## src/vc_remap_pkg.sv

```systemverilog
// How it works
// - Raw-12 channel/type settings apply only in 12-bit raw input modes.
// - Bits 7:6 set raw-12 virtual channel; resets to receive port number.
// - Bits 5:0 set raw-12 data type; resets to 0x2C.
// - Virtual channel remap acts only in CSI-2 input mode.
// - Packet channel replaced by two-bit map entry selected by its channel.
// - Remap register resets to identity map 0xE4.
// - Last frame line count readable as high and low byte, reset zero.
// - With rows change enable set, line count freezes after update until read.
// - Reading line count high byte latches low byte; read high first.
// - Last frame line length readable; high byte register resets zero.
// - Reported line length is the last line of the frame.
// - With width change enable set, line length freezes after update until read.
// - Input mode codes: 00 CSI-2, 01 raw_12bit_input 50MHz, 10 raw_12bit_input 75MHz, 11 raw_10bit_input.
// - Line length low byte follows high byte and latches on high read.
package vc_remap_pkg;
    localparam logic [7:0] ADDR_RAW_WIDE = 8'h71;
    localparam logic [7:0] ADDR_VC_REMAP = 8'h72;
    localparam logic [7:0] ADDR_ROWS_HI = 8'h73;
    localparam logic [7:0] ADDR_ROWS_LO = 8'h74;
    localparam logic [7:0] ADDR_WIDTH_HI = 8'h75;
    localparam logic [7:0] ADDR_WIDTH_LO = 8'h76;
    localparam logic [7:0] ADDR_CTRL = 8'h7E;
    localparam logic [5:0] RAW_12BIT_INPUT_DTYPE_RST = 6'h2C;
    localparam logic [7:0] VC_REMAP_RST = 8'hE4;
    localparam int FIFO_DEPTH = 16;
    localparam int DATA_W = 8;

    typedef enum logic [1:0] {
        MODE_CSI2 = 2'b00,
        MODE_RAW_12BIT_INPUT_50 = 2'b01,
        MODE_RAW_12BIT_INPUT_75 = 2'b10,
        MODE_RAW_10BIT_INPUT_100 = 2'b11
    } serial_input_format_t;

    typedef struct packed {
        logic sof;
        logic eol;
        logic eof;
        logic [1:0] vchan;
        logic [5:0] dtype;
        logic [DATA_W-1:0] data;
    } beat_t;
endpackage

```

## src/vc_fifo.sv

```systemverilog
`timescale 1ns/1ps
module vc_fifo #(
    parameter int WIDTH = 8,
    parameter int DEPTH = 16
) (
    // Clock and reset
    input wire logic clk_sys,
    input wire logic srst,
    // Fill side
    input wire logic in_valid,
    output logic in_ready,
    input wire logic [WIDTH-1:0] in_data,
    // Drain side
    output logic out_valid,
    input wire logic out_ready,
    output logic [WIDTH-1:0] out_data
);
    localparam int AW = $clog2(DEPTH);
    logic [WIDTH-1:0] mem [DEPTH];
    logic [AW:0] wr_ptr;
    logic [AW:0] rd_ptr;
    logic push;
    logic pop;

    assign in_ready = (wr_ptr - rd_ptr) != (AW+1)'(DEPTH);
    assign out_valid = wr_ptr != rd_ptr;
    assign push = in_valid && in_ready;
    assign pop = out_valid && out_ready;
    assign out_data = mem[rd_ptr[AW-1:0]];

    always_ff @(posedge clk_sys) begin
        if (push) begin
            mem[wr_ptr[AW-1:0]] <= in_data;
        end
    end

    always_ff @(posedge clk_sys) begin
        if (srst) begin
            wr_ptr <= '0;
            rd_ptr <= '0;
        end else begin
            if (push) begin
                wr_ptr <= wr_ptr + 1'b1;
            end
            if (pop) begin
                rd_ptr <= rd_ptr + 1'b1;
            end
        end
    end
endmodule // vc_fifo

```

## src/vc_remap_and_line_stats.sv

```systemverilog
`timescale 1ns/1ps
module vc_remap_and_line_stats #(
    parameter logic [1:0] RX_PORT = 2'd0
) (
    // Clock and reset
    input wire logic clk_sys,
    input wire logic srst,
    // Configuration pins
    input wire vc_remap_pkg::serial_input_format_t serial_input_format,
    input wire logic rows_change_irq_en,
    input wire logic width_change_irq_en,
    // Register port
    input wire logic [7:0] reg_addr,
    input wire logic [7:0] reg_wdata,
    input wire logic reg_wr,
    input wire logic reg_rd,
    output logic [7:0] reg_rdata,
    // Incoming video from the serial link
    input wire logic in_valid,
    output logic in_ready,
    input wire vc_remap_pkg::beat_t in_beat,
    // Outgoing CSI-2 stream
    output logic out_valid,
    input wire logic out_ready,
    output vc_remap_pkg::beat_t out_beat,
    // Change events
    output logic rows_changed,
    output logic width_changed
);
    ////////////////////////////////////////////////////////////////////////
    logic [1:0] raw_wide_vchan;
    logic [5:0] raw_wide_dtype;
    logic [7:0] vchan_remap;
    logic raw_12bit_input;
    logic csi_input;
    vc_remap_pkg::beat_t next_beat;
    logic fifo_valid;
    logic [$bits(vc_remap_pkg::beat_t)-1:0] fifo_data;
    vc_remap_pkg::beat_t fifo_beat;
    logic take;
    logic [3:0] cfg_pin;
    logic [3:0] cfg_s1;
    logic [3:0] cfg_s2;
    logic [3:0] cfg_s3;
    logic [3:0] cfg_q;
    vc_remap_pkg::serial_input_format_t mode_q;
    logic rows_en_q;
    logic width_en_q;

    // Mode and enables are pins; a level counts only once the two late stages agree
    assign cfg_pin = {serial_input_format, rows_change_irq_en, width_change_irq_en};

    always_ff @(posedge clk_sys) begin
        if (srst) begin
            cfg_s1 <= '0;
            cfg_s2 <= '0;
            cfg_s3 <= '0;
        end else begin
            cfg_s1 <= cfg_pin;
            cfg_s2 <= cfg_s1;
            cfg_s3 <= cfg_s2;
        end
    end

    generate
        for (genvar i = 0; i < 4; i++) begin : g_cfg
            always_ff @(posedge clk_sys) begin
                if (srst) begin
                    cfg_q[i] <= 1'b0;
                end else if (cfg_s2[i] == cfg_s3[i]) begin
                    cfg_q[i] <= cfg_s3[i];
                end
            end
        end
    endgenerate

    assign mode_q = vc_remap_pkg::serial_input_format_t'(cfg_q[3:2]);
    assign rows_en_q = cfg_q[1];
    assign width_en_q = cfg_q[0];

    assign raw_12bit_input = mode_q == vc_remap_pkg::MODE_RAW_12BIT_INPUT_50
        || mode_q == vc_remap_pkg::MODE_RAW_12BIT_INPUT_75;
    assign csi_input = mode_q == vc_remap_pkg::MODE_CSI2;

    always_ff @(posedge clk_sys) begin
        if (srst) begin
            raw_wide_vchan <= RX_PORT;
            raw_wide_dtype <= vc_remap_pkg::RAW_12BIT_INPUT_DTYPE_RST;
            vchan_remap <= vc_remap_pkg::VC_REMAP_RST;
        end else if (reg_wr) begin
            if (reg_addr == vc_remap_pkg::ADDR_RAW_WIDE) begin
                raw_wide_vchan <= reg_wdata[7:6];
                raw_wide_dtype <= reg_wdata[5:0];
            end
            if (reg_addr == vc_remap_pkg::ADDR_VC_REMAP) begin
                vchan_remap <= reg_wdata;
            end
        end
    end

    ////////////////////////////////////////////////////////////////////////
    // Header rewrite happens before the FIFO so a map change never splits a packet already queued
    always_comb begin
        next_beat = in_beat;
        if (raw_12bit_input) begin
            next_beat.vchan = raw_wide_vchan;
            next_beat.dtype = raw_wide_dtype;
        end else if (csi_input) begin
            next_beat.vchan = vchan_remap[{in_beat.vchan, 1'b0} +: 2];
        end
    end

    vc_fifo #(
        .WIDTH($bits(vc_remap_pkg::beat_t)),
        .DEPTH(vc_remap_pkg::FIFO_DEPTH)
    ) u_fifo (
        .clk_sys(clk_sys),
        .srst(srst),
        .in_valid(in_valid),
        .in_ready(in_ready),
        .in_data(next_beat),
        .out_valid(fifo_valid),
        .out_ready(take),
        .out_data(fifo_data)
    );

    assign fifo_beat = fifo_data;
    // Output stage register: refilled when empty or being consumed
    assign take = fifo_valid && (!out_valid || out_ready);

    always_ff @(posedge clk_sys) begin
        if (srst) begin
            out_valid <= 1'b0;
            out_beat <= '0;
        end else if (take) begin
            out_valid <= 1'b1;
            out_beat <= fifo_beat;
        end else if (out_ready) begin
            out_valid <= 1'b0;
        end
    end

    ////////////////////////////////////////////////////////////////////////
    // Measurement on beats leaving the block, so counts match the emitted frame
    logic [15:0] row_cnt;
    logic [15:0] width_cnt;
    logic sent;

    assign sent = out_valid && out_ready;

    always_ff @(posedge clk_sys) begin
        if (srst) begin
            row_cnt <= '0;
            width_cnt <= '0;
        end else if (sent) begin
            if (out_beat.eol || out_beat.eof) begin
                width_cnt <= '0;
            end else begin
                width_cnt <= width_cnt + 16'd1;
            end
            if (out_beat.eof) begin
                row_cnt <= '0;
            end else if (out_beat.eol) begin
                row_cnt <= row_cnt + 16'd1;
            end
        end
    end

    ////////////////////////////////////////////////////////////////////////
    logic [15:0] frame_rows;
    logic [15:0] row_width;
    logic rows_frozen;
    logic width_frozen;
    logic [7:0] frame_rows_lower;
    logic [7:0] row_width_lower;
    logic frame_end;
    logic [15:0] rows_final;
    logic rd_rows_hi;
    logic rd_rows_lo;
    logic rd_width_hi;
    logic rd_width_lo;

    assign frame_end = sent && out_beat.eof;
    // The last line of a frame ends on the eof beat, so it counts as a row
    assign rows_final = row_cnt + 16'd1;
    assign rd_rows_hi = reg_rd && reg_addr == vc_remap_pkg::ADDR_ROWS_HI;
    assign rd_rows_lo = reg_rd && reg_addr == vc_remap_pkg::ADDR_ROWS_LO;
    assign rd_width_hi = reg_rd && reg_addr == vc_remap_pkg::ADDR_WIDTH_HI;
    assign rd_width_lo = reg_rd && reg_addr == vc_remap_pkg::ADDR_WIDTH_LO;

    always_ff @(posedge clk_sys) begin
        if (srst) begin
            frame_rows <= '0;
            rows_frozen <= 1'b0;
            rows_changed <= 1'b0;
        end else begin
            rows_changed <= 1'b0;
            if (frame_end && !rows_frozen) begin
                frame_rows <= rows_final;
                rows_changed <= rows_final != frame_rows;
                rows_frozen <= rows_en_q;
            end else if (rd_rows_hi || rd_rows_lo || !rows_en_q) begin
                rows_frozen <= 1'b0;
            end
        end
    end

    always_ff @(posedge clk_sys) begin
        if (srst) begin
            row_width <= '0;
            width_frozen <= 1'b0;
            width_changed <= 1'b0;
        end else begin
            width_changed <= 1'b0;
            if (frame_end && !width_frozen) begin
                row_width <= width_cnt + 16'd1;
                width_changed <= (width_cnt + 16'd1) != row_width;
                width_frozen <= width_en_q;
            end else if (rd_width_hi || rd_width_lo || !width_en_q) begin
                width_frozen <= 1'b0;
            end
        end
    end

    // Low bytes are shadowed on a high-byte read so both halves come from one value
    always_ff @(posedge clk_sys) begin
        if (srst) begin
            frame_rows_lower <= '0;
            row_width_lower <= '0;
        end else begin
            if (rd_rows_hi) begin
                frame_rows_lower <= frame_rows[7:0];
            end
            if (rd_width_hi) begin
                row_width_lower <= row_width[7:0];
            end
        end
    end

    ////////////////////////////////////////////////////////////////////////
    always_ff @(posedge clk_sys) begin
        if (srst) begin
            reg_rdata <= '0;
        end else if (reg_rd) begin
            unique case (reg_addr)
                vc_remap_pkg::ADDR_RAW_WIDE: reg_rdata <= {raw_wide_vchan, raw_wide_dtype};
                vc_remap_pkg::ADDR_VC_REMAP: reg_rdata <= vchan_remap;
                vc_remap_pkg::ADDR_ROWS_HI: reg_rdata <= frame_rows[15:8];
                vc_remap_pkg::ADDR_ROWS_LO: reg_rdata <= frame_rows_lower;
                vc_remap_pkg::ADDR_WIDTH_HI: reg_rdata <= row_width[15:8];
                vc_remap_pkg::ADDR_WIDTH_LO: reg_rdata <= row_width_lower;
                vc_remap_pkg::ADDR_CTRL: reg_rdata <= {4'h0, rows_frozen, width_frozen,
                    mode_q};
                default: reg_rdata <= 8'h00;
            endcase
        end else begin
            reg_rdata <= 8'h00;
        end
    end
endmodule // vc_remap_and_line_stats

```

## config.mk

```make
export PLATFORM = sky130hd
export DESIGN_NAME = vc_remap_and_line_stats
export DESIGN_NICKNAME = d
export VERILOG_FILES = /design/src/vc_remap_pkg.sv /design/src/vc_fifo.sv /design/src/vc_remap_and_line_stats.sv
export SDC_FILE = /design/constraint.sdc
export NUM_CORES = 1
export LEC_CHECK = 0
export BUFFER_PORTS_ARGS = -buffer_cell sky130_fd_sc_hd__buf_4
export CORE_MARGIN = 2
export CORE_UTILIZATION = 64
export CTS_BUF_LIST = sky130_fd_sc_hd__clkbuf_4
export DETAILED_ROUTE_END_ITERATION = 10
export GPL_ROUTABILITY_DRIVEN = 0
export PLACE_DENSITY = 0.84
export SLEW_MARGIN = 10
export SYNTH_ARGS = -nofsm -noshare
export SYNTH_HDL_FRONTEND = slang
export SYNTH_SLANG_ARGS = --single-unit
export TNS_END_PERCENT = 5
```

## constraint.sdc

```tcl
create_clock -name clk_sys -period 5.2 [get_ports clk_sys]
set_input_delay 0.78 -clock clk_sys [delete_from_list [all_inputs] [get_ports clk_sys]]
set_output_delay 0.78 -clock clk_sys [all_outputs]
set_load 0.01 [all_outputs]
```

==> results.toml <==
[global_route]
grt_pass1_vias = 12116
overflow = 0
grt_max_degree = 84
grt_pass1_wl_um = 66650
antenna_found_initial = 1
grt_util_all_layers_pct = 28.15

[timing]
timing.fmax_mhz = 267.1
fin_hold_ws_ns = 0.2368
max_slew_margin_pct = 22.83
hold_violations = 0
period_share_pct = 72.01
min_period_ns = 3.744
slew_violations = 0
setup_viol = 0
worst_pin_slew_ns = 1.156
rsz0062_at_grt = "false"
fin_setup_tns_ns = 0
fin_worst_skew_ns = 0.03892

[pwr]
total_power_mw = 8.674
combPwrFrac_pct = 18.0
peakVddDrop_v = 0.0003209
p_int_mw = 6.348
switching_share_pct = 26.81
power_frac_seq_pct = 47.1
switchingPower_mw = 2.326
leakage_nw = 7.272
p_per_area_nw_per_um2 = 404.6
p_clk_share_pct = 34.9

[route]
routed_wirelength_um = 42770
drc = 0
vias = 12176
drt-initial-drc-count = 1164
avgViaCountPerCell = 6.203
wl_per_cell_um = 21.79
first_pass_iters = 5
antenna_left = 0

[yosys]
synth_edf_count = 304
synth-adder-area-share_pct = 0.7840
synth_warnings = 0
synth_compound_area_share_pct = 6.931
yosysSeqAreaShare_pct = 63.76
synth_xor_xnor_area_share_pct = 2.992
synthCells = 1373
synth_top_family_by_area = "multiplexers"
syn_area_per_cell_um2 = 13.95
synth_mux_area_share_pct = 13.45
async_flop_share_pct = 0
synth_cell_types = 66
synthSimpleGateAreaFrac_pct = 9.617
synthesis.area_um2 = 19150
synthFlopType = "edfxtp_1"
ys_seq_elements = 458
synth_fp_nets = 1430

[critical_path]
cp_max_fo = 6
crit_chain = "ha_1 > nor2b_1 > o21a_1 > or4_1 > a211oi_2 > inv_2 > buf_4"
path_class = "register to output pin"
end_kind = "output pin"
cp.required_ns = 4.42
max_stage_delay_ns = 0.48
cp_data_arrival_time_ns = 2.96
start_kind = "register"
slowest_stage = "or4_1"

[layout]
syn2layout_area_growth_pct = 11.94
fillCellCount = 1854
layout_commonest_cell = "edfxtp_1"
fin_util_pct = 72.52
final_cell_mix = "edfxtp_1, clkbuf_4, dfxtp_1"
fin_area_um2 = 21440
drive_above_1_share_pct = 25.76
finalNetCount = 1537

[cts]
ctsHoldBuffers = 0
clkSinkCount = 458
cts_setup_buffers = 0
cts_max_level = 3
cts-root-buf = "clkbuf_4"
cts_tree = "yes"
worstSkewPairLatency_ns = 0.77
cts_max_path_buffers = 3
path_clk_slew_ns = 0.08
cts_resized = 0
cts_buffers = 108

[die]
io_pins = 76
die_area_um2 = 31330
rows = 63
design.core.area_um2 = 29560
initial_core_util_pct = 64.79
die_w_um = 177.0
die_h_um = 177.0

[min_path]
hp-class = "input port to register"

[placement]
io_buffers = 75
placed_cell_area_um2 = 19930
hpwl_um = 27120

[status]
status = "completed"

[flow_run]
maxCapViolations = 0
power groups by stage:
stage	combinational, mW	sequential [mW]	clock [mW]
after global placement	1.52	4.15	0
after detailed placement	1.55	4.16	0
after CTS	1.57	4.08	3.07
after global routing	1.68	4.09	3.26
final	1.56	4.08	3.03
after floorplan	1.05	4.16	0
synth_stat cells, types with 4 or more instances:
master     instances  share of area (%)
mux2i_1           20                1.0
ha_1              12               0.78
nand3b_1           7               0.27
and3_1            20               0.65
nand4_1           13               0.42
buf_2             13               0.34
and4_1             8               0.37
clkbuf_1          65                1.3
nor3_1            23               0.60
nand2b_1           5               0.16
a22o_1             8               0.37
mux4_2            95                 11
nor3b_1            7               0.27
dfxtp_1          154                 16
nor4_1             9               0.29
buf_1             10               0.20
a22oi_1           14               0.55
edfxtp_1         304                 48
nor2_1           103                2.0
a21oi_1           86                2.2
mux2_2            21                1.2
nor2b_1           22               0.72
xor2_1            25                1.1
nand2_1          124                2.4
a311oi_1           4               0.18
nand3_1           23               0.60
xnor2_1           36                1.6
or3_1              4               0.13
a2bb2oi_1         10               0.46
a211oi_1          30                1.2
o21ai_0           27               0.71
inv_1             19               0.37
registers in the layout, indices dropped and copies added (netlist names), 4 cells and up:
name              cells
vchan_remap           8
frame_rows_lower      8
row_cnt              16
u_fifo.wr_ptr         5
u_fifo.mem          304
out_beat             19
cfg_s3                4
reg_rdata             8
width_cnt            16
row_width_lower       8
row_width            16
cfg_s2                4
frame_rows           16
cfg_s1                4
u_fifo.rd_ptr         5
raw_wide_dtype        6
metal layers:
layer / wire length [um] / global-route usage (%) / share of wire, % / up-vias
li1: - / - / - / 5496
met1: 16960 / 37.50 / 40 / 6002
met2: 21290 / 46.04 / 50 / 605
met3: 3568 / 6.336 / 8.3 / 73
met4: 948 / 10.02 / 2.2 / 0
met5: 0 / 0 / 0 / -
final cells by class:
cell class | instances | area (um^2) | share of cell area (%)
Sequential cell | 458 | 12220 | 57.00
Multi-Input combinational cell | 801 | 6480 | 30.23
Clock buffer | 168 | 1261 | 5.883
Timing Repair Buffer | 90 | 683.2 | 3.187
Tap cell | 390 | 488.0 | 2.276
Clock inverter | 34 | 225.2 | 1.051
Inverter | 21 | 78.83 | 0.3677
Antenna cell | 1 | 2.502 | 0.01167
worst paths after layout:
path                             to                    from  depth (start not counted)  slack, ns
setup / recovery           in_ready        u_fifo.wr_ptr[1]                          7       1.46
hold / removal            cfg_s1[2]  serial_input_format[0]                          2       0.24
setup reg to reg  u_fifo.mem[5][13]        u_fifo.wr_ptr[1]                          7       1.68
hold reg to reg           cfg_s2[2]               cfg_s1[2]                          1       0.44
critical path, delay by kind of cell, from the launching register on:
family,cells,cell delay (ns)
flops,1,0.42
simple gates,2,0.62
buf+inv,2,0.33
compound gates,2,0.55
fa+ha+maj,1,0.28
metrics by stage:
stage,cells,worst slack [ns]
floorplan,1373,1.538
global route,1963,1.276
CTS,1961,1.455
detailed placement,1759,1.802
global placement,1759,1.969
finish,1963,1.456
cell families after synthesis:
kind of cell               count (synthesis)
DFF                                      458
and+or+nand+nor                          382
AOI/OAI and AO/OA                        208
muxes                                    136
buffers and inverters                    114
xor gates and xnor gates                  63
adders and majority gates                 12
Power figures use the tool's default switching activity.
